--- src/design/nvmpc_defs.vh ---
/*
 Constants for the nonvolatile page program controller: section sizing,
 command codes, buffer geometry and timing counts.
 Assumes it is included by bare name from the design file.
*/
// Functional notes
// - Sections are sized in 256-byte blocks; boot spans zero to 256 times fuse.
// - Boot end fuse zero makes all Flash the boot section.
// - Code end zero, boot nonzero: code section runs to Flash top.
// - Code end at or below boot end: no code section, rest is data.
// - Code end above boot end: code between them, data above.
// - A fuse giving a boundary beyond Flash top falls back to default.
// - Vector table sits at code section start unless relocated to boot.
// - Boot writes code and data, code writes data, data writes nothing.
// - Boot read lock set only from boot; blocks boot access outside it.
// - Code section write guard refuses writes and erases to code section.
// - EEPROM pages change only in bytes marked by buffer stores.
// - User page skips chip erase, acts as EEPROM, debug writes when locked.
// - Array reads wait while a write or erase runs.
// - One shared page buffer, indexed by low store address bits.
// - Buffer stores AND new data into existing content.
// - Buffer goes all ones on reset, operation end, clear, wake.
// - Flash is programmed and erased only as whole pages.
// - Combined erase-write plus separate erase and write commands exist.
// - Page write copies buffer; Flash stalls core, EEPROM does not.
// - Page erase needs one written byte; Flash erases whole page, halted.
// - EEPROM page erase clears only written bytes, core keeps running.
// - Command is a three-bit field in low bits of control one.
// - Busy flags read one while their array is busy.
`ifndef NVMPC_DEFS_VH
`define NVMPC_DEFS_VH
`define NVMPC_BLOCK_SHIFT   8
`define NVMPC_FLASH_AW      15
`define NVMPC_FLASH_BLOCKS  9'h080
`define NVMPC_PAGE_BYTES    64
`define NVMPC_PAGE_AW       6
`define NVMPC_BUF_ONES      8'hff
`define NVMPC_CMD_NONE      3'h0
`define NVMPC_CMD_WRITE     3'h1
`define NVMPC_CMD_ERASE     3'h2
`define NVMPC_CMD_ERWR      3'h3
`define NVMPC_CMD_CLEAR     3'h4
`define NVMPC_UNLOCK_WIN    3'h4
`define NVMPC_OP_CYCLES     16'h0100
`endif

--- src/design/nvmpc_ctrl.v ---
/*
 Nonvolatile page program controller core: section decode, write rights,
 shared AND page buffer and page command sequencer.
 Assumes the core presents one store or load per cycle, counts instructions
 with i_instr_step, and that the array itself sits outside.
*/
`timescale 1ns/1ps
`include "nvmpc_defs.vh"
module nvmpc_ctrl
(
  // Clock and reset
  input  wire        i_clk,
  input  wire        i_sys_rst,
  // Fuses and configuration
  input  wire [7:0]  i_boot_end_fuse,
  input  wire [7:0]  i_code_end_fuse,
  input  wire        i_vector_base_select,
  input  wire        i_wake,
  // Core side
  input  wire [15:0] i_exec_addr,
  input  wire        i_instr_step,
  input  wire        i_unlock,
  input  wire        i_cmd_wr,
  input  wire [2:0]  i_cmd,
  input  wire        i_lock_wr,
  input  wire        i_boot_read_lock,
  input  wire        i_code_section_write_guard,
  input  wire        i_store,
  input  wire        i_store_dbg,
  input  wire        i_store_is_ee,
  input  wire        i_store_is_user,
  input  wire        i_dev_locked,
  input  wire [15:0] i_store_addr,
  input  wire [7:0]  i_store_data,
  input  wire        i_load,
  input  wire [15:0] i_load_addr,
  input  wire [`NVMPC_PAGE_AW-1:0] i_buf_idx,
  // Status and array side
  output reg  [2:0]  o_cmd_field,
  output reg         o_boot_read_lock,
  output reg         o_code_section_write_guard,
  output reg         o_flash_busy_flag,
  output reg         o_eeprom_busy_flag,
  output wire        o_cpu_halt,
  output wire        o_bus_wait,
  output wire        o_load_blocked,
  output reg  [15:0] o_vector_base,
  output reg  [15:0] o_boot_top,
  output reg  [15:0] o_code_top,
  output reg         o_store_refused,
  output reg  [7:0]  o_buf_data,
  output reg         o_buf_mark,
  output reg  [15:0] o_page_addr,
  output reg         o_arr_erase,
  output reg         o_arr_write,
  output reg         o_arr_ee
);
  localparam ST_IDLE  = 3'b001;
  localparam ST_ERASE = 3'b010;
  localparam ST_WRITE = 3'b100;
  reg [7:0]  buf_mem [0:`NVMPC_PAGE_BYTES-1];
  reg [`NVMPC_PAGE_BYTES-1:0] buf_marked;
  reg [2:0]  state;
  reg [15:0] op_cnt;
  reg [2:0]  unlock_cnt;
  reg        op_ee;
  reg        do_write;
  reg        in_boot;
  reg        in_code;
  reg        tgt_boot;
  reg        tgt_code;
  reg        allowed;
  reg [8:0]  boot_blk;
  reg [8:0]  code_blk;
  reg [15:0] boot_b;
  reg [15:0] code_b;
  integer    i;
  wire       any_marked = |buf_marked;
  wire       busy = (state != ST_IDLE);
  always @*
  begin
    boot_blk = {1'b0, i_boot_end_fuse};
    code_blk = {1'b0, i_code_end_fuse};
    if (boot_blk > `NVMPC_FLASH_BLOCKS)
      boot_blk = 9'h000;
    if (code_blk > `NVMPC_FLASH_BLOCKS)
      code_blk = 9'h000;
    if (boot_blk == 9'h000)
    begin
      boot_b = 16'h8000;
      code_b = 16'h8000;
    end
    else
    begin
      boot_b = {boot_blk[7:0], 8'h00};
      if (code_blk == 9'h000)
        code_b = 16'h8000;
      else if (code_blk <= boot_blk)
        code_b = boot_b;
      else
        code_b = {code_blk[7:0], 8'h00};
      if (boot_blk == `NVMPC_FLASH_BLOCKS)
        boot_b = 16'h8000;
    end
  end
  always @*
  begin
    in_boot  = (i_exec_addr < boot_b);
    in_code  = !in_boot && (i_exec_addr < code_b);
    tgt_boot = !i_store_is_ee && (i_store_addr < boot_b);
    tgt_code = !i_store_is_ee && !tgt_boot && (i_store_addr < code_b);
    if (i_store_dbg)
      allowed = i_store_is_user || !i_dev_locked;
    else if (tgt_boot)
      allowed = 1'b0;
    else if (tgt_code)
      allowed = in_boot && !o_code_section_write_guard;
    else
      allowed = in_boot || in_code;
  end
  assign o_load_blocked = o_boot_read_lock && !in_boot &&
                          (i_load_addr < boot_b);
  assign o_bus_wait = i_load && busy;
  assign o_cpu_halt = busy && !op_ee;
  always @(posedge i_clk)
  begin
    if (i_sys_rst)
      o_vector_base <= 16'h0000;
    else
      o_vector_base <= i_vector_base_select ? 16'h0000 : boot_b;
    o_boot_top <= boot_b;
    o_code_top <= code_b;
  end
  always @(posedge i_clk)
  begin
    if (i_sys_rst)
    begin
      unlock_cnt                 <= 3'h0;
      o_cmd_field                <= `NVMPC_CMD_NONE;
      o_boot_read_lock           <= 1'b0;
      o_code_section_write_guard <= 1'b0;
      o_store_refused            <= 1'b0;
      o_buf_data                 <= 8'h00;
      o_buf_mark                 <= 1'b0;
      state                      <= ST_IDLE;
      op_cnt                     <= 16'h0000;
      op_ee                      <= 1'b0;
      do_write                   <= 1'b0;
      o_page_addr                <= 16'h0000;
      o_arr_erase                <= 1'b0;
      o_arr_write                <= 1'b0;
      o_arr_ee                   <= 1'b0;
      o_flash_busy_flag          <= 1'b0;
      o_eeprom_busy_flag         <= 1'b0;
      buf_marked                 <= {`NVMPC_PAGE_BYTES{1'b0}};
      for (i = 0; i < `NVMPC_PAGE_BYTES; i = i + 1)
        buf_mem[i] <= `NVMPC_BUF_ONES;
    end
    else
    begin
      o_store_refused <= 1'b0;
      o_arr_erase     <= 1'b0;
      o_arr_write     <= 1'b0;
      o_buf_data      <= buf_mem[i_buf_idx];
      o_buf_mark      <= buf_marked[i_buf_idx];
      if (i_unlock)
        unlock_cnt <= `NVMPC_UNLOCK_WIN;
      else if (i_instr_step && unlock_cnt != 3'h0)
        unlock_cnt <= unlock_cnt - 3'h1;
      if (i_lock_wr)
      begin
        if (i_boot_read_lock && in_boot)
          o_boot_read_lock <= 1'b1;
        if (i_code_section_write_guard)
          o_code_section_write_guard <= 1'b1;
      end
      if (i_store && !busy)
      begin
        if (allowed)
        begin
          buf_mem[i_store_addr[`NVMPC_PAGE_AW-1:0]] <=
            buf_mem[i_store_addr[`NVMPC_PAGE_AW-1:0]] & i_store_data;
          buf_marked[i_store_addr[`NVMPC_PAGE_AW-1:0]] <= 1'b1;
          o_page_addr <= {i_store_addr[15:`NVMPC_PAGE_AW],
                          {`NVMPC_PAGE_AW{1'b0}}};
          op_ee <= i_store_is_ee || i_store_is_user;
        end
        else
          o_store_refused <= 1'b1;
      end
      case (state)
        ST_IDLE:
        begin
          if (i_cmd_wr && unlock_cnt != 3'h0)
          begin
            o_cmd_field <= i_cmd;
            unlock_cnt  <= 3'h0;
            op_cnt      <= `NVMPC_OP_CYCLES;
            if (i_cmd == `NVMPC_CMD_CLEAR || i_wake)
            begin
              buf_marked <= {`NVMPC_PAGE_BYTES{1'b0}};
              for (i = 0; i < `NVMPC_PAGE_BYTES; i = i + 1)
                buf_mem[i] <= `NVMPC_BUF_ONES;
            end
            else if (i_cmd == `NVMPC_CMD_WRITE)
            begin
              state       <= ST_WRITE;
              do_write    <= 1'b1;
              o_arr_write <= 1'b1;
              o_arr_ee    <= op_ee;
            end
            else if ((i_cmd == `NVMPC_CMD_ERASE ||
                      i_cmd == `NVMPC_CMD_ERWR) && any_marked)
            begin
              state       <= ST_ERASE;
              do_write    <= (i_cmd == `NVMPC_CMD_ERWR);
              o_arr_erase <= 1'b1;
              o_arr_ee    <= op_ee;
            end
          end
          else if (i_wake)
          begin
            buf_marked <= {`NVMPC_PAGE_BYTES{1'b0}};
            for (i = 0; i < `NVMPC_PAGE_BYTES; i = i + 1)
              buf_mem[i] <= `NVMPC_BUF_ONES;
          end
        end
        ST_ERASE:
        begin
          if (op_cnt == 16'h0001)
          begin
            op_cnt <= `NVMPC_OP_CYCLES;
            if (do_write)
            begin
              state       <= ST_WRITE;
              o_arr_write <= 1'b1;
            end
            else
              state <= ST_IDLE;
            if (!do_write)
            begin
              buf_marked <= {`NVMPC_PAGE_BYTES{1'b0}};
              for (i = 0; i < `NVMPC_PAGE_BYTES; i = i + 1)
                buf_mem[i] <= `NVMPC_BUF_ONES;
            end
          end
          else
            op_cnt <= op_cnt - 16'h0001;
        end
        ST_WRITE:
        begin
          if (op_cnt == 16'h0001)
          begin
            state      <= ST_IDLE;
            do_write   <= 1'b0;
            buf_marked <= {`NVMPC_PAGE_BYTES{1'b0}};
            for (i = 0; i < `NVMPC_PAGE_BYTES; i = i + 1)
              buf_mem[i] <= `NVMPC_BUF_ONES;
          end
          else
            op_cnt <= op_cnt - 16'h0001;
        end
        default:
          state <= ST_IDLE;
      endcase
      o_flash_busy_flag  <= (state != ST_IDLE) && !op_ee;
      o_eeprom_busy_flag <= (state != ST_IDLE) && op_ee;
    end
  end
endmodule

--- config.mk ---
export PLATFORM = sky130hd
export DESIGN_NAME = nvmpc_ctrl
export DESIGN_NICKNAME = d
export VERILOG_FILES = /design/src/design/nvmpc_ctrl.v
export VERILOG_INCLUDE_DIRS = /design/src /design/src/design
export SDC_FILE = /design/constraint.sdc
export NUM_CORES = 1
export LEC_CHECK = 0
export BUFFER_PORTS_ARGS = -buffer_cell sky130_fd_sc_hd__buf_2
export CAP_MARGIN = 30
export CELL_PAD_IN_SITES_DETAIL_PLACEMENT = 1
export CELL_PAD_IN_SITES_GLOBAL_PLACEMENT = 1
export CORE_AREA = 2 2 377 379
export CTS_CLUSTER_SIZE = 24
export DETAILED_ROUTE_END_ITERATION = 12
export DIE_AREA = 0 0 379 381
export GPL_ROUTABILITY_DRIVEN = 0
export PLACE_DENSITY = 0.47
export RECOVER_POWER = 100
export SYNTH_ARGS = -nofsm -noshare
export SYNTH_HDL_FRONTEND = slang
export SYNTH_SLANG_ARGS = --single-unit
--- constraint.sdc ---
create_clock -name i_clk -period 11.42 [get_ports i_clk]
set_input_delay 2.284 -clock i_clk [delete_from_list [all_inputs] [get_ports i_clk]]
set_output_delay 2.284 -clock i_clk [all_outputs]
set_load 0.05 [all_outputs]
# Yosys cells after proc, flatten, opt, wreduce, memory -nomap -nowiden

Memory sizes are Yosys's and may differ from the RTL's. A register that Yosys moved wholly into a read port is not among the register bits.
Index checks and enable logic that the tools add are counted.

$add $sub $neg: 2
Multiply operators: 0
Div/mod/pow operators: 0
$lt $le $gt $ge: 11
Equal/unequal tests: 144
Shifts and indexed selects: 0
Muxes and demuxes: 339
Bitwise gates (word level): 646
Reductions and logical operators: 47

Operators with widths:

| cell                                               | number |
|---|---|
| 2-to-1 mux 8 bit                                   | 259 |
| == test 6 bit, second input constant               | 128 |
| 2-to-1 mux 64 bit                                  | 8 |
| AND 1 bit                                          | 256 |
| OR 1 bit                                           | 256 |
| one-hot mux 64 bit (3 select lines)                | 1 |
| NOT 1 bit                                          | 132 |
| 2-to-1 mux 16 bit                                  | 8 |
| < comparator 16 bit                                | 5 |
| OR 64 bit                                          | 1 |
| OR reduction 64 bit                                | 1 |
| one-hot mux 16 bit (3 select lines)                | 1 |
| 2-to-1 mux 1 bit                                   | 45 |
| 2-to-1 mux 3 bit                                   | 11 |
| zero test 9 bit                                    | 2 |
| == test 16 x 1 -> 1 bit, second input constant     | 1 |
| > comparator 8 bit, second input constant          | 2 |
| logical AND 1 bit                                  | 16 |
| subtractor 16 x 1 -> 16 bit, second input constant | 1 |
| < comparator 6 x 7 -> 1 bit, second input constant | 2 |
| inequality test 2 bit, second input constant       | 5 |
| AND reduction 5 bit                                | 2 |
| == test 3 x 2 -> 1 bit, second input constant      | 3 |
| == test 9 x 8 -> 1 bit, second input constant      | 1 |
| other kinds (23)                                   | 42 |

Register bits: 158
Latch bits: 0
Bits in writable memories: 512
ROM bits: 0
Input bits: 97
Output and inout bits: 87
Memories kept: 1

Memories:

| memory  | depth | bits a word | read ports | clocked after Yosys merged registers in | write ports | RTL line        | RTL |
|---|---|---|---|---|---|---|---|
| buf_mem | 64    | 8           | 2          | 1                                       | 64          | nvmpc_ctrl.v:61 | `` reg [7:0] buf_mem [0:`NVMPC_PAGE_BYTES-1]; `` |

# Logic depth before layout (Yosys ltp)

Gate-level depths: netlist (run 1).

Depth in word-level cells: 147
Mapped depth: 24

# Least setup slack after synthesis (run 1)

No wires, ideal clock.

Path kind: input to register
From: in i_boot_end_fuse[3]
To: mem buf_mem[15][0], enable pin
Library setup time: 387 ps
Arrival: 6638 ps
Slack: 4396 ps
Stages on the path: 22
Buffers on the path: 3
Cell sequence: nor4_2 and3_1 inv_1 ha_1 o21ai_0 nor2_1 o22ai_1 nor2_1 clkbuf_1 nand2_1 o21ai_0 nand2_1 ha_1 a21oi_1 o21ai_0 or4_1 o21a_1 a221oi_2 buf_4 nand2_2 clkbuf_1 o31ai_1

RTL lines:

| element     | RTL line        | RTL |
|---|---|---|
| from (decl) | nvmpc_ctrl.v:15 | `input wire [7:0] i_boot_end_fuse,` |
| to (decl)   | nvmpc_ctrl.v:61 |  |

==> results of run 1 <==
[where the power goes]
group / internal, mW / leakage, nW / total [mW] / switching [mW]
logic: 0.155 / 4.19 / 0.657 / 0.503
registers: 2.59 / 4.92 / 2.60 / 0.0136
clock network: 1.57 / 1.36 / 2.67 / 1.10
total: 4.31 / 10.5 / 5.93 / 1.62
[state kept, by name (all words and copies together), names as in the netlist, 3 cells and up]
| register | count |
|---|---|
| buf_marked | 64 |
| buf_mem | 512 |
| o_vector_base | 8 |
| o_code_top | 8 |
| o_page_addr | 10 |
| o_cmd_field | 3 |
| state | 3 |
| o_boot_top | 8 |
| op_cnt | 16 |
| unlock_cnt | 3 |
| o_buf_data | 8 |
[layout make-up]
type / instances / area (µm²)
multi-input combinational: 1664 / 15200
fill: 15200 / 101000
tap: 1890 / 2360
antenna: 2 / 5.00
timing repair buffer: 245 / 1270
sequential: 654 / 18200
inverter: 34 / 128
clock buffer: 115 / 2410
clock inverter: 46 / 343
[critical path, delay by kind of cell]
kind	cells	cell delay, ps
compound gates	6	1340
mux	1	410
buf+inv	4	2020
fa+ha+maj	2	700
simple gates	7	3270
[layout by cell type, fill, tap and decap left out, types with 26 or more instances in the layout]
cell	netlist	layout
ha_1	47	47
nor3_1	35	34
nand2_1	308	309
nor2_1	123	122
buf_4	62	36
dfxtp_1	142	142
conb_1	1	30
clkbuf_1	107	142
buf_2	93	77
nand3_1	284	284
edfxtp_1	512	512
a21oi_1	34	34
o21ai_0	94	92
nand4_1	41	41
nand2b_1	39	39
a22o_1	26	26
clkbuf_16	0	90
mux4_2	345	345
inv_1	34	34
[cell families (layout without fill, tap and decap cells)]
family                   Yosys count  after routing
AND/OR/NAND/NOR                  962            962
flip-flops                       654            654
multiplexers                     365            365
buffers and inverters            323            440
AO/OA/AOI/OAI                    246            246
adder cells (fa/ha/maj)           47             47
XOR/XNOR                          14             14
other                              1             32
[worst paths after layout]
check / end / slack [ps] / depth (start not counted)
setup / recovery: buf_mem[26][2] / 1710 / 20
hold / removal: buf_marked[32] / 470 / 2
setup reg to reg: buf_mem[26][2] / 6550 / 8
hold reg to reg: buf_marked[32] / 470 / 2
[cell usage after synthesis (10+ instances only)]
cell type / number
inv_1: 34
and2_1: 20
nor2_1: 123
nand4b_1: 10
edfxtp_1: 512
and3_1: 10
nand2b_1: 39
buf_4: 62
a22o_1: 26
nand3_1: 284
clkbuf_1: 107
ha_1: 47
buf_1: 21
dfxtp_1: 142
buf_2: 93
a21oi_1: 34
mux4_2: 345
nand4_1: 41
o31ai_1: 20
nand2_1: 308
nor2b_1: 23
mux2i_1: 13
nor4_1: 21
o21ai_0: 94
a41oi_1: 10
nor3_1: 35
[metal layers]
metal | global-route usage [%] | vias up
li1 | - | 10300
met1 | 24.5 | 12900
met2 | 29.1 | 776
met3 | 3.29 | 156
met4 | 5.20 | 16
met5 | 0 | -
==> results.sh, run 1 <==
export IMPL_synth_edff_count=512
export IMPL_ys_flop_type="edfxtp_1"
export IMPL_antenna_found_initial=10
export IMPL_final_layout_size_suffix_gt1_share_pct=22.7
export IMPL_grt_pass1_wl_um=189000
export IMPL_worstPathRequired_ps=11800
export IMPL_row_count=138
export IMPL_clock_skew_ps=36.2
export IMPL_synthSimpleGateAreaFrac_pct=13.4
export IMPL_hold_class="register to register"
export IMPL_slew_limit_headroom_pct=-94.5
export IMPL_routed_via_density=5.18
export IMPL_p_leak_nw=10.5
export IMPL_rsz0062_at_grt="no"
export IMPL_netlist_area_um2=34800
export IMPL_place_hpwl_um=89200
export IMPL_min_delay_start="buf_marked[32]"
export IMPL_clk_pin_slew_worst_paths_ps=60
export IMPL_postLayoutCellArea_um2=39900
export IMPL_vias=24100
export IMPL_wl_per_cell_um=28.1
export IMPL_max_freq_mhz=103
export IMPL_ys_async_sr_fraction_pct=0
export IMPL_routed_wl_met2_um=62300
export IMPL_path_cells="clkbuf_1 > and3_1 > inv_1 > ha_1 > o21ai_0 > nor2_1 > o22ai_1 > nor2_1 > mux2_2 > nor2_1 > ha_1 > a21oi_1 > o21ai_0 > or4_1 > o21a_1 > a221oi_4 > clkbuf_1 > and2_0 > buf_4 > nand3_1"
export IMPL_dp_cells=4485
export IMPL_period_share_pct=85.0
export IMPL_cts_resized=0
export IMPL_power_total_mw=5.93
export IMPL_io_pins=184
export IMPL_wl_met3_um=8130
export IMPL_fin_nets=2829
export IMPL_drtIter0Drc=2019
export IMPL_cts_setup_buffers=0
export IMPL_synth_seq_cells=654
export IMPL_wl_um=131000
export IMPL_end_kind="register"
export IMPL_yosys_area_top_type="edfxtp_1"
export IMPL_clk_latency_ps=690
export IMPL_gr_total_overflow=0
export IMPL_post_route_util_pct=28.4
export IMPL_initial_core_util_pct=24.8
export IMPL_synthTopCellsByArea="edfxtp_1 (44%), mux4_2 (22%), dfxtp_1 (8.2%), nand3_1 (4.1%), nand2_1 (3.3%)"
export IMPL_top_layer="met5"
export IMPL_critPathMostFrequentCell="nor2_1"
export IMPL_avgSynthCellArea_um2=13.3
export IMPL_area_growth_pct=14.5
export IMPL_crit_path_max_incr_delay_ps=1260
export IMPL_synth_warnings=0
export IMPL_finalWorstSetupSlack_ps=1710
export IMPL_numClockSinks=654
export IMPL_cts_path_max_buffers=3
export IMPL_yosys_area_share_adder_pct=1.69
export IMPL_cp_start_kind="primary input"
export IMPL_cts_buffers=86
export IMPL_failed_checks="capacitance limit, slew limit"
export IMPL_tightest_slew_ps=2920
export IMPL_crit_slowest_cell="and2_0"
export IMPL_tns_ps=0
export IMPL_grtUsageTotal_pct=18.0
export IMPL_r2r_start="o_code_section_write_guard"
export IMPL_finalSetupViolCount=0
export IMPL_synthCells=2612
export IMPL_die_h_um=381
export IMPL_core_area_um2=141000
export IMPL_peakVddDrop_mv=0.0949
export IMPL_cts_tree="done"
export IMPL_fin_crit_ps=9710
export IMPL_synthDistinctLibCells=71
export IMPL_path_max_fanout=29
export IMPL_holdWs_ps=470
export IMPL_synthMuxAreaShare_pct=22.9
export IMPL_maxCapViolations=8
export IMPL_grt_max_degree=176
export IMPL_drcViolationCount=0
export IMPL_synth_xor_area_share_pct=0.352
export IMPL_met1Wirelength_um=56900
export IMPL_place_ws_ps=2170
export IMPL_crit_path_start="i_boot_end_fuse[7]"
export IMPL_status="complete, but fails checks"
export IMPL_ant_nets=0
export IMPL_cts_htree_levels=3
export IMPL_ys_seq_area_share_pct=52.3
export IMPL_synth_compound_area_share_pct=4.80
export IMPL_p_per_area_nw_per_um2=149
export IMPL_portBuffers=137
export IMPL_drtPass1Iterations=5
export IMPL_first_global_vias=25500
export IMPL_report_final_slew_viol_count=205
export IMPL_postPlaceCellArea_um2=37500
export IMPL_die_x_um=379
export IMPL_critPathKind="primary input to register"
export IMPL_layout_cells_non_filler=4650
export IMPL_synth_top_cell_area_share_pct=44.1
export IMPL_cts_root_buf="clkbuf_16"
export IMPL_synth_top_family_by_area="multiplexers"
export IMPL_arrival_ps=10090
export IMPL_die_area_um2=144000
export IMPL_hold_viol=0
export IMPL_cts_hold_buf=0
Note: power is estimated with default switching activity, not from simulation.
==> run 2: changes to the inputs <==
- PLACE_DENSITY: 0.47 -> default
- PLACE_DENSITY_LB_ADDON: default -> 0.05
==> results.sh, run 2 (synthesis gave the netlist of run 1 again) <==
export IMPL_p_leak_nw=10.6
export IMPL_row_count=138
export IMPL_report_final_slew_viol_count=153
export IMPL_die_x_um=379
export IMPL_cts_htree_levels=3
export IMPL_cts_resized=0
export IMPL_clk_pin_slew_worst_paths_ps=60
export IMPL_cts_root_buf="clkbuf_16"
export IMPL_hold_viol=0
export IMPL_gr_total_overflow=0
export IMPL_grtUsageTotal_pct=20.7
export IMPL_grt_max_degree=128
export IMPL_power_total_mw=6.01
export IMPL_fill_cells=15200
export IMPL_cts_hold_buf=0
export IMPL_top_regs="buf_mem (512), buf_marked (64), op_cnt (16)"
export IMPL_area_growth_pct=15.2
export IMPL_critPathKind="primary input to register"
export IMPL_crit_slowest_cell="o31ai_1"
export IMPL_postPlaceCellArea_um2=37600
export IMPL_failed_checks="capacitance limit, slew limit"
export IMPL_peakVddDrop_mv=0.0904
export IMPL_final_cell_mix="edfxtp_1 (512), mux4_2 (345), nand2_1 (310)"
export IMPL_die_area_um2=144000
export IMPL_rsz0062_at_grt="no"
export IMPL_initial_core_util_pct=24.8
export IMPL_routed_via_density=5.18
export IMPL_cp_start_kind="primary input"
export IMPL_first_global_vias=25800
export IMPL_dp_cells=4502
export IMPL_wl_per_cell_um=31.8
export IMPL_clock_skew_ps=27.0
export IMPL_ant_nets=0
export IMPL_path_max_fanout=34
export IMPL_worstPathRequired_ps=11780
export IMPL_tns_ps=0
export IMPL_cts_buffers=85
export IMPL_p_per_area_nw_per_um2=150
export IMPL_final_common_cell="edfxtp_1"
export IMPL_die_h_um=381
export IMPL_fin_crit_ps=9530
export IMPL_end_kind="register"
export IMPL_finalSetupViolCount=0
export IMPL_post_route_util_pct=28.6
export IMPL_maxCapViolations=3
export IMPL_slew_limit_headroom_pct=-342
export IMPL_period_share_pct=83.5
export IMPL_holdWs_ps=468
export IMPL_layout_cells_non_filler=4672
export IMPL_vias=24200
export IMPL_status="complete, but fails checks"
export IMPL_drcViolationCount=0
export IMPL_cts_path_max_buffers=3
export IMPL_antenna_found_initial=15
export IMPL_hold_class="register to register"
export IMPL_largest_register="buf_mem"
export IMPL_numClockSinks=654
export IMPL_wl_um=149000
export IMPL_path_cells="clkbuf_1 > nand2b_1 > ha_1 > nand4_1 > o21ai_0 > o22ai_1 > nor2_1 > mux2_2 > nor2_1 > ha_1 > a21oi_1 > o21ai_0 > or4_1 > o21a_1 > a221oi_1 > buf_4 > nand2_1 > o31ai_1 > clkbuf_1"
export IMPL_grt_pass1_wl_um=209000
export IMPL_core_area_um2=141000
export IMPL_clk_latency_ps=710
export IMPL_postLayoutCellArea_um2=40100
export IMPL_crit_path_max_incr_delay_ps=1060
export IMPL_arrival_ps=9890
export IMPL_cts_tree="done"
export IMPL_portBuffers=137
export IMPL_tightest_slew_ps=6630
export IMPL_place_ws_ps=2270
export IMPL_final_layout_size_suffix_gt1_share_pct=23.8
export IMPL_drtIter0Drc=1964
export IMPL_place_hpwl_um=101000
export IMPL_cts_setup_buffers=0
export IMPL_finalWorstSetupSlack_ps=1890
export IMPL_drtPass1Iterations=5
export IMPL_max_freq_mhz=105
export IMPL_largest_reg_flops=512
export IMPL_io_pins=184
export IMPL_fin_nets=2848
-- run 2: changes by cell type in the layout (fill, tap and decap cells not counted), sizes merged --
cell,previous run,this run
diode,2,7
clkdlybuf4s25,0,1
buf,121,150
inv,36,39
clkbuf,239,221
clkinv,39,37
bufinv,4,6
clkdlybuf4s15,0,1
clkinvlp,1,2
-- run 2: area by class of cell --
| type | instances | area [µm²] | share of cell area, % |
|---|---|---|---|
| clock inverters | 50 | 447 | 1.11 |
| diodes | 7 | 17.5 | 0.0436 |
| repair buffers | 265 | 1490 | 3.71 |
| clock buffers | 108 | 2300 | 5.74 |
| multi-input cells | 1664 | 15200 | 37.8 |
| flip-flops and latches | 654 | 18200 | 45.4 |
| well taps | 1890 | 2360 | 5.89 |
| inverters | 34 | 128 | 0.318 |
-- run 2: final timing paths --
check	end	depth (start not counted)	slack [ps]	from
hold reg to reg	o_cmd_field[1]	2	470	o_cmd_field[1]
setup / recovery	buf_mem[24][0]	19	1890	i_boot_end_fuse[7]
hold / removal	o_cmd_field[1]	2	470	o_cmd_field[1]
setup reg to reg	buf_mem[36][5]	12	6800	unlock_cnt[0]
-- run 2: power breakdown --
group	switching (mW)	internal (mW)	total (mW)	leakage (nW)
sequential	0.0140	2.59	2.60	4.92
clock	1.14	1.57	2.71	1.36
combinational	0.536	0.163	0.699	4.35
-- run 2: metal layers --
metal  vias up  part of all wire (%)  global-route usage (%)
li1      10300                     -                       -
met1     13000                    45                    28.9
met2       696                    48                    33.6
met3       154                   5.2                    3.15
met4         2                   1.9                    4.68
met5         -                0.0067                       0
-- run 2: critical path, delay by kind of cell --
| family | cells | cell delay [ps] |
|---|---|---|
| buffers and inverters | 3 | 1160 |
| adders and majority gates | 2 | 720 |
| muxes | 1 | 410 |
| AOI/OAI and AO/OA | 7 | 2740 |
| and+or+nand+nor | 6 | 2550 |
